**src/logic/sstm_pkg.sv**
```systemverilog
// Purpose: Constants for the SS7 error-rate and transparent channel block
// Assumes: 10 MHz system clock, 32-bit Avalon-MM register bus
// Notes: Byte address of each register is a multiple of four
package sstm_pkg;
  // =====================================================
  // Register map
  localparam logic [4:0] ADDR_CTRL = 5'h00;
  localparam logic [4:0] ADDR_TX_DESC = 5'h04;
  localparam logic [4:0] ADDR_TX_DATA = 5'h08;
  localparam logic [4:0] ADDR_RX_DESC = 5'h0c;
  localparam logic [4:0] ADDR_RX_DATA = 5'h10;
  localparam logic [4:0] ADDR_STATUS = 5'h14;
  localparam logic [4:0] ADDR_EVENT = 5'h18;
  // =====================================================
  // Control fields
  localparam int CTRL_TX_TRANSP = 0;
  localparam int CTRL_RX_TRANSP = 1;
  localparam int CTRL_SS7 = 2;
  localparam int CTRL_ALARM_MASK = 3;
  localparam int CTRL_FRAME_MASK = 4;
  localparam int CTRL_ACTIVATE = 5;
  localparam int CTRL_THR_LSB = 8;
  localparam int DESC_IRQ_EN = 14;
  localparam int DESC_OWNER = 15;
  localparam int EVT_VALID = 16;
  localparam logic [7:0] THR_RESET = 8'h10;
  // =====================================================
  // Counting
  localparam logic [3:0] OCTET_ERR_LAST = 4'hf;
  localparam logic [7:0] GOOD_MSG_LAST = 8'hff;
  localparam logic [7:0] CNT_MAX = 8'hff;
  // =====================================================
  // Interrupt descriptor codes
  localparam logic [3:0] CODE_SU_ERR = 4'h1;
  localparam logic [3:0] CODE_END_BUF = 4'h2;
  localparam logic [3:0] CODE_OWNED_ERR = 4'h3;
  localparam logic [3:0] CODE_FRAME_REC = 4'h4;
  localparam int EVT_NUM = 5;
  localparam int QDEPTH = 4;
endpackage : sstm_pkg

```
**src/logic/sstm_channel.sv**
```systemverilog
// Purpose: One SS7/transparent channel with event queue and register slave
// Assumes: line clock far slower than clk; SS7 message strobes on clk
// Notes: Transmit data bits change on line clock fall, receive on rise
`timescale 1ns/1ns
module sstm_channel import sstm_pkg::*; #(
  parameter logic [3:0] CHANNEL_ID = 4'h0 // Arbitrary channel number
) (
  input wire logic clk, // System clock
  input wire logic rst_n, // Async reset
  input wire logic [4:0] address, // Byte address
  input wire logic read, // Read request
  input wire logic write, // Write request
  input wire logic [31:0] writedata, // Write data
  output logic [31:0] readdata, // Read data
  output logic waitrequest, // Stall
  input wire logic line_clk, // Serial clock
  input wire logic line_rx, // Serial receive data
  input wire logic line_in_frame, // Framer in-frame
  output logic line_tx, // Serial transmit data
  input wire logic ss7_msg_ok, // Good SS7 message
  input wire logic ss7_msg_short, // Short message
  input wire logic ss7_msg_fcs, // Frame check error
  input wire logic ss7_msg_align, // Alignment error
  input wire logic ss7_octet_err, // Octet count error
  output logic flag_hunt_restart // Restart flag hunt
);
  // =====================================================
  // Reset and input synchronisers
  logic [1:0] rst_sync;
  logic rst_core_n;
  logic [2:0] clk_sync;
  logic [1:0] rx_sync;
  logic [2:0] frm_sync;
  assign rst_core_n = rst_sync[1];
  always_ff @(posedge clk or negedge rst_n) begin
    if (!rst_n) begin
      rst_sync <= 2'h0;
    end else begin
      rst_sync <= {rst_sync[0], 1'b1};
    end
  end
  always_ff @(posedge clk or negedge rst_core_n) begin
    if (!rst_core_n) begin
      clk_sync <= 3'h0;
      rx_sync <= 2'h0;
      frm_sync <= 3'h0;
    end else begin
      clk_sync <= {clk_sync[1:0], line_clk};
      rx_sync <= {rx_sync[0], line_rx};
      frm_sync <= {frm_sync[1:0], line_in_frame};
    end
  end
  wire line_rise = clk_sync[1] & ~clk_sync[2];
  wire line_fall = ~clk_sync[1] & clk_sync[2];
  wire frame_rise = frm_sync[1] & ~frm_sync[2];
  // =====================================================
  // Register state
  logic tx_transp, rx_transp, ss7_en, alarm_mask, frame_mask;
  logic [7:0] err_thr;
  logic tx_active;
  logic [13:0] tx_len, rx_len, tx_cnt, rx_cnt;
  logic tx_irq_en, tx_owner, rx_irq_en, rx_owner;
  logic [7:0] tx_hold, tx_shift, rx_shift, rx_data;
  logic tx_hold_valid, rx_valid;
  logic [3:0] tx_left;
  logic [2:0] rx_bits;
  logic [7:0] ss7_cnt, good_cnt;
  logic [3:0] octet_cnt;
  logic alarm_prev;
  logic [EVT_NUM-1:0] pend;
  logic [8:0] queue [QDEPTH];
  logic [1:0] q_head, q_tail;
  logic [2:0] q_count;
  // =====================================================
  // Bus decode
  wire req = read | write;
  wire acc = req & ~waitrequest;
  wire wr_ctrl = acc & write & (address == ADDR_CTRL);
  wire wr_txd = acc & write & (address == ADDR_TX_DESC);
  wire wr_txdata = acc & write & (address == ADDR_TX_DATA);
  wire wr_rxd = acc & write & (address == ADDR_RX_DESC);
  wire rd_rxdata = acc & read & (address == ADDR_RX_DATA);
  wire rd_event = acc & read & (address == ADDR_EVENT);
  wire activate = wr_ctrl & writedata[CTRL_ACTIVATE];
  wire tx_feeding = tx_active & tx_transp & tx_owner;
  // Back-pressure while the one-byte holding stage is full
  wire tx_stall = write & (address == ADDR_TX_DATA) & tx_hold_valid & tx_feeding;
  wire next_waitrequest = ~(req & waitrequest & ~tx_stall);
  wire q_empty = (q_count == 3'h0);
  wire [31:0] status_word = {16'h0, ss7_cnt, 3'h0, q_empty, rx_valid, tx_hold_valid, alarm_prev, tx_active};
  logic [31:0] next_readdata;
  always_comb begin
    case (address)
      ADDR_CTRL: next_readdata = {16'h0, err_thr, 3'h0, frame_mask, alarm_mask, ss7_en, rx_transp, tx_transp};
      ADDR_TX_DESC: next_readdata = {16'h0, tx_owner, tx_irq_en, tx_len};
      ADDR_RX_DESC: next_readdata = {16'h0, rx_owner, rx_irq_en, rx_len};
      ADDR_RX_DATA: next_readdata = {23'h0, rx_valid, rx_data};
      ADDR_STATUS: next_readdata = status_word;
      ADDR_EVENT: next_readdata = q_empty ? 32'h0 : {15'h0, 1'b1, 7'h0, queue[q_head]};
      default: next_readdata = 32'h0;
    endcase
  end
  always_ff @(posedge clk or negedge rst_core_n) begin
    if (!rst_core_n) begin
      waitrequest <= 1'b1;
      readdata <= 32'h0;
    end else begin
      waitrequest <= next_waitrequest;
      readdata <= next_readdata;
    end
  end
  // =====================================================
  // Transmit path
  wire tx_accept = wr_txdata & tx_feeding;
  wire tx_last = tx_accept & (tx_cnt + 14'h1 == tx_len);
  wire tx_need = line_fall & tx_active & tx_transp & (tx_left == 4'h0) & ~tx_hold_valid;
  // Descriptor ownership looked at only when data is due
  wire tx_owned_err = tx_need & ~tx_owner;
  always_ff @(posedge clk or negedge rst_core_n) begin
    if (!rst_core_n) begin
      {tx_transp, rx_transp, ss7_en, alarm_mask, frame_mask, tx_active} <= 6'h0;
      err_thr <= THR_RESET;
      {tx_len, tx_irq_en, tx_owner, tx_cnt} <= 30'h0;
      {tx_hold, tx_shift, tx_hold_valid, tx_left} <= 21'h0;
      line_tx <= 1'b1;
    end else begin
      if (wr_ctrl) begin
        {frame_mask, alarm_mask, ss7_en, rx_transp, tx_transp} <= writedata[4:0];
        err_thr <= writedata[CTRL_THR_LSB +: 8];
      end
      if (wr_txd) begin
        {tx_owner, tx_irq_en, tx_len} <= writedata[15:0];
        tx_cnt <= 14'h0;
      end else if (tx_last) begin
        tx_owner <= 1'b0;
        tx_cnt <= 14'h0;
      end else if (tx_accept) begin
        tx_cnt <= tx_cnt + 14'h1;
      end
      if (tx_owned_err) begin
        tx_active <= 1'b0;
      end else if (activate) begin
        tx_active <= 1'b1;
      end
      if (tx_accept) begin
        tx_hold <= writedata[7:0];
        tx_hold_valid <= 1'b1;
      end else if (line_fall & (tx_left == 4'h0) & tx_hold_valid) begin
        tx_hold_valid <= 1'b0;
      end
      // Raw bits out; no flag or stuffing, no idle-flag state
      if (line_fall) begin
        if (!(tx_active & tx_transp)) begin
          line_tx <= 1'b1;
        end else if (tx_left != 4'h0) begin
          line_tx <= tx_shift[7];
          tx_shift <= {tx_shift[6:0], 1'b0};
          tx_left <= tx_left - 4'h1;
        end else if (tx_hold_valid) begin
          line_tx <= tx_hold[7];
          tx_shift <= {tx_hold[6:0], 1'b0};
          tx_left <= 4'h7;
        end else begin
          line_tx <= 1'b1;
        end
      end
    end
  end
  // =====================================================
  // Receive path
  wire rx_take = line_rise & rx_transp & rx_owner & frm_sync[2];
  wire rx_byte = rx_take & (rx_bits == 3'h7);
  wire rx_last = rx_byte & (rx_cnt + 14'h1 == rx_len);
  always_ff @(posedge clk or negedge rst_core_n) begin
    if (!rst_core_n) begin
      {rx_len, rx_irq_en, rx_owner, rx_cnt} <= 30'h0;
      {rx_shift, rx_data, rx_valid, rx_bits} <= 20'h0;
    end else begin
      if (wr_rxd) begin
        {rx_owner, rx_irq_en, rx_len} <= writedata[15:0];
        rx_cnt <= 14'h0;
      end else if (rx_last) begin
        rx_owner <= 1'b0;
        rx_cnt <= 14'h0;
      end else if (rx_byte) begin
        rx_cnt <= rx_cnt + 14'h1;
      end
      if (frame_rise) begin
        rx_bits <= 3'h0;
      end else if (rx_take) begin
        rx_shift <= {rx_shift[6:0], rx_sync[1]};
        rx_bits <= rx_bits + 3'h1;
      end
      if (rx_byte) begin
        rx_data <= {rx_shift[6:0], rx_sync[1]};
      end
      rx_valid <= rx_byte | (rx_valid & ~rd_rxdata);
    end
  end
  // =====================================================
  // SS7 error-rate counter
  wire hard_err = ss7_en & (ss7_msg_short | ss7_msg_fcs | ss7_msg_align);
  wire octet_inc = ss7_en & ss7_octet_err & (octet_cnt == OCTET_ERR_LAST);
  wire good_dec = ss7_en & ss7_msg_ok & (good_cnt == GOOD_MSG_LAST);
  wire cnt_up = hard_err | octet_inc;
  wire alarm_level = ss7_en & (ss7_cnt >= err_thr);
  wire alarm_event = alarm_level & ~alarm_prev;
  always_ff @(posedge clk or negedge rst_core_n) begin
    if (!rst_core_n) begin
      {ss7_cnt, good_cnt, octet_cnt, alarm_prev} <= 21'h0;
      flag_hunt_restart <= 1'b0;
    end else begin
      if (activate) begin
        {ss7_cnt, good_cnt, octet_cnt} <= 20'h0;
      end else begin
        if (cnt_up & ~good_dec & (ss7_cnt != CNT_MAX)) begin
          ss7_cnt <= ss7_cnt + 8'h1;
        end else if (good_dec & ~cnt_up & (ss7_cnt != 8'h0)) begin
          ss7_cnt <= ss7_cnt - 8'h1;
        end
        if (ss7_en & ss7_octet_err) begin
          octet_cnt <= octet_cnt + 4'h1;
        end
        if (ss7_en & ss7_msg_ok) begin
          good_cnt <= good_cnt + 8'h1;
        end
      end
      alarm_prev <= alarm_level;
      flag_hunt_restart <= alarm_event;
    end
  end
  // =====================================================
  // Interrupt descriptor queue
  // Pending flags let simultaneous events queue one per cycle
  wire [EVT_NUM-1:0] evt_set = {
    frame_rise & ~frame_mask,
    rx_last & rx_irq_en,
    tx_owned_err,
    tx_last & tx_irq_en,
    alarm_event & ~alarm_mask};
  wire q_full = (q_count == 3'(QDEPTH));
  logic [EVT_NUM-1:0] evt_clr;
  logic [8:0] evt_word;
  always_comb begin
    evt_clr = '0;
    evt_word = {CHANNEL_ID, 1'b0, CODE_SU_ERR};
    if (!q_full) begin
      if (pend[0]) begin
        evt_clr[0] = 1'b1;
      end else if (pend[1]) begin
        evt_clr[1] = 1'b1;
        evt_word = {CHANNEL_ID, 1'b1, CODE_END_BUF};
      end else if (pend[2]) begin
        evt_clr[2] = 1'b1;
        evt_word = {CHANNEL_ID, 1'b1, CODE_OWNED_ERR};
      end else if (pend[3]) begin
        evt_clr[3] = 1'b1;
        evt_word = {CHANNEL_ID, 1'b0, CODE_END_BUF};
      end else if (pend[4]) begin
        evt_clr[4] = 1'b1;
        evt_word = {CHANNEL_ID, 1'b0, CODE_FRAME_REC};
      end
    end
  end
  wire push = |evt_clr;
  wire pop = rd_event & ~q_empty;
  always_ff @(posedge clk or negedge rst_core_n) begin
    if (!rst_core_n) begin
      pend <= '0;
      {q_head, q_tail, q_count} <= 7'h0;
      for (int i = 0; i < QDEPTH; i++) begin
        queue[i] <= 9'h0;
      end
    end else begin
      pend <= (pend & ~evt_clr) | evt_set;
      if (push) begin
        queue[q_tail] <= evt_word;
        q_tail <= q_tail + 2'h1;
      end
      if (pop) begin
        q_head <= q_head + 2'h1;
      end
      q_count <= q_count + {2'h0, push} - {2'h0, pop};
    end
  end
endmodule : sstm_channel

```
**config.mk**
```make
export PLATFORM = sky130hd
export DESIGN_NAME = sstm_channel
export DESIGN_NICKNAME = d
export VERILOG_FILES = /design/src/logic/sstm_pkg.sv /design/src/logic/sstm_channel.sv
export SDC_FILE = /design/constraint.sdc
export NUM_CORES = 1
export LEC_CHECK = 0
export BUFFER_PORTS_ARGS = -buffer_cell sky130_fd_sc_hd__buf_4
export CAP_MARGIN = 20
export CORE_MARGIN = 1
export CORE_UTILIZATION = 60
export CTS_BUF_LIST = sky130_fd_sc_hd__clkbuf_16
export CTS_CLUSTER_SIZE = 25
export DETAILED_ROUTE_END_ITERATION = 8
export PLACE_DENSITY_LB_ADDON = 0.08
export SLEW_MARGIN = 20
export SYNTH_ARGS = -nofsm -noshare
export SYNTH_HDL_FRONTEND = slang
export SYNTH_SLANG_ARGS = --single-unit
```
**constraint.sdc**
```tcl
create_clock -name clk -period 6.9 [get_ports clk]
set_input_delay 1.38 -clock clk [delete_from_list [all_inputs] [get_ports clk]]
set_output_delay 1.38 -clock clk [all_outputs]
set_load 0.05 [all_outputs]
```
# Word level (Yosys, flattened, before mapping)
# Cells that the tools add are included.
[classes] bitwise_logic=77 n_mul=0 shifts=0 add_sub_neg=12 eq_ne=13 n_reduce_logical=20 div=0 order_cmp=4 muxes=54
[ops] op="case mux 17 bit (6 select lines)" n=1
[ops] op="2-to-1 mux 14 bit" n=6
[ops] op="2-to-1 mux 8 bit" n=7
[ops] op="AND 1 bit" n=51
[ops] op="bitwise mux 36 bit" n=1
[ops] op="adder 14 x 1 -> 14 bit (second input constant)" n=2
[ops] op="== test 14 bit" n=2
[ops] op="2-to-1 mux 9 bit" n=3
[ops] op="2-to-1 mux 5 bit" n=5
[ops] op="2-to-1 mux 4 bit" n=5
[ops] op="binary-select mux 9 bit (select 2 bit)" n=1
[ops] op="demux 9 bit (select 2 bit)" n=1
[ops] op="2-to-1 mux 1 bit" n=17
[ops] op="2-to-1 mux 17 bit" n=1
[ops] op="adder 8 x 1 -> 8 bit (second input constant)" n=2
[ops] op="NOT 1 bit" n=16
[ops] op="nonzero test 2 bit" n=8
[ops] op="== test 5 bit (second input constant)" n=3
[ops] op="2-to-1 mux 3 bit" n=5
[ops] op="== test 5 x 4 -> 1 bit (second input constant)" n=2
[ops] op="nonzero test 3 bit" n=3
[ops] op="== test 8 bit (second input constant)" n=1
[ops] op="greater-or-equal comparator 8 bit" n=1
[ops] op="inequality test 8 bit (second input constant)" n=1
[ops] op="27 further kinds" n=35
[word_totals] ram_bits=0 n_memories=0 output_inout_bits=35 input_bits=49 latchBits=0 romBits=0 reg_bits=228

# Longest topological paths before layout
[depth] word_depth=10 depth_mapped=14 mapped_depth_nobuf=13

# Worst setup path after synthesis
# OpenSTA, ideal clock, no wires.
[synth_timing] kind="input -> register" startpoint="input port ss7_msg_ok" endpoint="register ss7_cnt[7]" path_buffers=1 stages=13 arrival_time_ps=3715 setup_slack_ps=3053 setup_time_ps=132 path_cell_list="and2_1 > clkbuf_1 > and3_1 > nand2_1 > o211ai_1 > ha_1 > a21o_1 > a211oi_1 > nor2_1 > o41ai_1 > mux2i_1 > xnor2_1 > nor2_1"
[synth_via] elab_chain_cells=7 word_cells_on_any_way=10 cone_classes="2 x mux; 7 x bitwise; 1 x reduce/logical"
[synth_lines] element="start, declared" line_no="sstm_channel.sv:20" source="input wire logic ss7_msg_ok,"
[synth_lines] element="AND 1 bit (*) (2 in series)" line_no="sstm_channel.sv:204" source="wire good_dec = ss7_en & ss7_msg_ok & (good_cnt == GOOD_MSG_LAST);"
[synth_lines] element="NOT 1 bit" line_no="sstm_channel.sv:216" source="if (cnt_up & ~good_dec & (ss7_cnt != CNT_MAX)) begin"
[synth_lines] element="AND 1 bit (2 in series)" line_no="sstm_channel.sv:216"
[synth_lines] element="2-to-1 mux 8 bit" line_no="sstm_channel.sv:216"
[synth_lines] element="2-to-1 mux 8 bit" line_no="sstm_channel.sv:213" source="if (activate) begin"
[synth_lines] element="end signal, assigned" line_no="sstm_channel.sv:217" source="ss7_cnt <= ss7_cnt + 8'h1;"
[synth_lines] element="end signal, assigned" line_no="sstm_channel.sv:219" source="ss7_cnt <= ss7_cnt - 8'h1;"
[synth_lines] element="end, declared" line_no="sstm_channel.sv:67" source="logic [7:0] ss7_cnt, good_cnt;"
# Every way passes the cells marked *; elsewhere a longest branch is shown, timed or not.
# A chain may end at the register's enable or synchronous reset.

# Worst setup path after layout
[layout_timing] startpoint="input port address[1]" endpoint="register tx_cnt[10]"
[layout_via] elab_chain_cells=6 word_cells_on_any_way=9 cone_classes="2 x eq/ne; 2 x mux; 4 x bitwise; 1 x reduce/logical"
[layout_lines] element="start, declared" line_no="sstm_channel.sv:10" source="input wire logic [4:0] address,"
[layout_lines] element="== test 5 x 4 -> 1 bit" line_no="sstm_channel.sv:80" source="wire wr_txdata = acc & write & (address == ADDR_TX_DATA);"
[layout_lines] element="AND 1 bit" line_no="sstm_channel.sv:80"
[layout_lines] element="AND 1 bit" line_no="sstm_channel.sv:114" source="wire tx_accept = wr_txdata & tx_feeding;"
[layout_lines] element="AND 1 bit" line_no="sstm_channel.sv:115" source="wire tx_last = tx_accept & (tx_cnt + 14'h1 == tx_len);"
[layout_lines] element="2-to-1 mux 14 bit" line_no="sstm_channel.sv:134" source="end else if (tx_last) begin"
[layout_lines] element="2-to-1 mux 14 bit" line_no="sstm_channel.sv:131" source="if (wr_txd) begin"
[layout_lines] element="end signal, assigned" line_no="sstm_channel.sv:138" source="tx_cnt <= tx_cnt + 14'h1;"
[layout_lines] element="end, declared" line_no="sstm_channel.sv:61" source="logic [13:0] tx_len, rx_len, tx_cnt, rx_cnt;"
# Parallel ways exist; a longest one is shown, timed or not.

==> results.sh <==
export IMPL_status="finished, final reports clean"
export IMPL_synth_edf_count=0
export IMPL_die_w_um=130
export IMPL_die_y_um=130
export IMPL_h_tree_depth=4
export IMPL_synth_xor_area_share_pct=6.22
export IMPL_avgSynthCellArea_um2=9.83
export IMPL_setup_viol=0
export IMPL_wire_per_inst_um=18.1
export IMPL_viasPerCell=5.99
export IMPL_drive_gt1_share_pct=14.6
export IMPL_cts_resized=0
export IMPL_cp_start_kind="input pin"
export IMPL_clk_latency_ps=440
export IMPL_slew_violations=0
export IMPL_grtUsageTotal_pct=29.6
export IMPL_synth_compound_gate_area_share_pct=9.43
export IMPL_synth_simple_area_share_pct=19.5
export IMPL_ys_seq_area_share_pct=48.8
export IMPL_yosysTopAreaCell="dfrtp_1"
export IMPL_path_max_fanout=15
export IMPL_leakagePower_uw=0.00530
export IMPL_row_count=46
export IMPL_synthCells=1003
export IMPL_hold_start="frm_sync[0]$_DFF_PN0_"
export IMPL_cts_hold_buf=0
export IMPL_synthAdderAreaFrac_pct=3.83
export IMPL_hold_depth=0
export IMPL_clk_path_buf_depth=2
export IMPL_cts_tree="yes"
export IMPL_drv_cap=0
export IMPL_cts_buffers=17
export IMPL_synth_flop_cell="dfrtp_1"
export IMPL_ys_types=70
export IMPL_min_to="frm_sync[1]$_DFF_PN0_"
export IMPL_final_common_cell="dfrtp_1"
export IMPL_fin_crit_sh_pct=57.8
export IMPL_required_ps=7200
export IMPL_antenna_found_initial=0
export IMPL_fin_skew_ps=14.2
export IMPL_grt_pass1_vias=7233
export IMPL_crit_type="in -> reg"
export IMPL_synthTopCellsByArea="dfrtp_1 (48%), nand2_1 (7.0%), mux2_2 (4.9%)"
export IMPL_synth_area_mux_share_pct=8.13
export IMPL_end_kind="register"
export IMPL_r2r_start="ss7_en$_DFFE_PN0P_"
export IMPL_fin_nets=1120
export IMPL_gp_congestion=0.891
export IMPL_numClockSinks=192
export IMPL_drtIter0Drc=582
export IMPL_worstMarginPinSlew_ps=912
export IMPL_diodes=0
export IMPL_slew_headroom_pct=38.6
export IMPL_synth_seq_cells=192
export IMPL_synthesis_area_um2=9860
export IMPL_power_density_nw_per_um2=283
export IMPL_finalPower_uw=3100
export IMPL_ant_nets=0
export IMPL_dp_cells=1239
export IMPL_grt_first_pass_wirelength_um=37800
export IMPL_peakVddDrop_mv=0.207
export IMPL_yosys_warnings=0
export IMPL_yosysTopAreaCellShare_pct=48.0
export IMPL_r2r_end="ss7_cnt[7]$_DFFE_PN0P_"
export IMPL_start_util_pct=61.9
export IMPL_clk_pin_slew_ps=70
export IMPL_io_buffers=52
export IMPL_postCtsSetupBuffers=0
export IMPL_fin_hold_ws_ps=347
export IMPL_r2r_cells=12
export IMPL_postRouteWirelength_um=23000
export IMPL_r2r_slack_ps=3470
export IMPL_layout_cells_non_filler=1271
export IMPL_arrival_ps=4290
export IMPL_synthArstFlopShare_pct=100
export IMPL_grt_overflow=0
export IMPL_die_area_um2=17000
export IMPL_final_util_pct=68.6
export IMPL_area_delta_synth_final_pct=10.9
export IMPL_drcViolationCount=0
export IMPL_dp_hpwl_um=16000
export IMPL_coreArea_um2=15900
export IMPL_hold_path_class="reg -> reg"
export IMPL_grt_max_degree=119
export IMPL_max_freq_ghz=0.251
export IMPL_cts_root_buf="clkbuf_16"
export IMPL_rsz0062_at_grt="false"
export IMPL_synth_top_family_by_area="simple AND/OR/NAND/NOR gates"
export IMPL_period_minus_slack_ps=3990
export IMPL_final_cell_mix="dfrtp_1 (188), nand2_1 (183), nor2_1 (90)"
export IMPL_firstDrtPassIters=5
export IMPL_vias=7607
export IMPL_top_level_ports=84
export IMPL_fin_setup_tns_ps=0
export IMPL_hold_viol=0
## state kept, by name (all words and copies together) (netlist names), 3 cells and up
register   cells
tx_cnt        14
rx_cnt        14
err_thr        8
tx_shift       7
ss7_cnt        8
rx_shift       7
good_cnt       8
rx_len        14
tx_len        14
tx_left        4
queue         16
octet_cnt      4
readdata      17
clk_sync       3
pend           5
q_count        3
frm_sync       3
tx_hold        8
rx_bits        3
rx_data        8
## metal layers
layer | wire [um] | vias up | global-route usage (%)
met3 | 1130 | 43 | 5.45
li1 | - | 3545 | -
met5 | 0 | - | 0
met2 | 11500 | 209 | 49.1
met1 | 9930 | 3810 | 39.2
met4 | 492 | 0 | 9.99
## worst max-delay path by stage
stage	slack, ps	from	endpoint
6_report	2910	address[1]	tx_cnt[10]$_DFFE_PN0P_
5_1_grt	2760	address[1]	tx_cnt[10]$_DFFE_PN0P_
4_1_cts	2900	address[1]	tx_cnt[10]$_DFFE_PN0P_
3_5_place_dp	2460	address[1]	tx_cnt[4]$_DFFE_PN0P_
3_3_place_gp	2510	address[1]	tx_cnt[12]$_DFFE_PN0P_
2_1_floorplan	1160	rst_sync[1]$_DFF_PN0_	alarm_mask$_DFFE_PN0P_
## final cells by class
| class | count | area [um^2] |
|---|---|---|
| clock buffer | 17 | 425 |
| clock inverter | 15 | 119 |
| fill | 1310 | 5010 |
| inverter | 30 | 113 |
| multi-input combinational | 739 | 4720 |
| sequential | 192 | 4810 |
| tap | 216 | 270 |
| timing repair buffer | 62 | 478 |
## where the power goes
part	total (uW)	switching, uW	internal (uW)	leakage (uW)
sequential	1450	176	1270	0.00253
clock	933	438	495	0.000267
combinational	714	387	326	0.00250
total	3100	1000	2090	0.00530
## synth_stat cells, types with 19 or more instances
master    instances
dfrtp_1         189
nand2_1         183
nor2_1           90
o21ai_0          46
mux2_2           43
nand3_1          40
xor2_1           36
xnor2_1          34
clkbuf_1         32
inv_1            30
ha_1             27
a21oi_1          21
nand4_1          19
## critical path, cell delays in order
cell and delay [ps]:
buf_4 110, or3b_1 450, or4_1 880, a21oi_2 230, nand4_1 180, nor4b_4 470, nand2b_1 460, nor2_1 120
## kinds of logic after synthesis
| kind of cell | Yosys count |
|---|---|
| other cells | 2 |
| simple gates | 418 |
| buf+inv | 86 |
| fa+ha+maj | 29 |
| xor+xnor | 70 |
| mux | 66 |
| flops | 192 |
| compound gates | 140 |
## per-stage QoR
stage	cell area [um^2]	setup slack, ps
CTS	10900	2900
detailed placement	10400	2460
global route	10900	2760
finish	10900	2910
floorplan	9910	1160
global placement	10400	2510
Power figures use the tool's default switching activity.
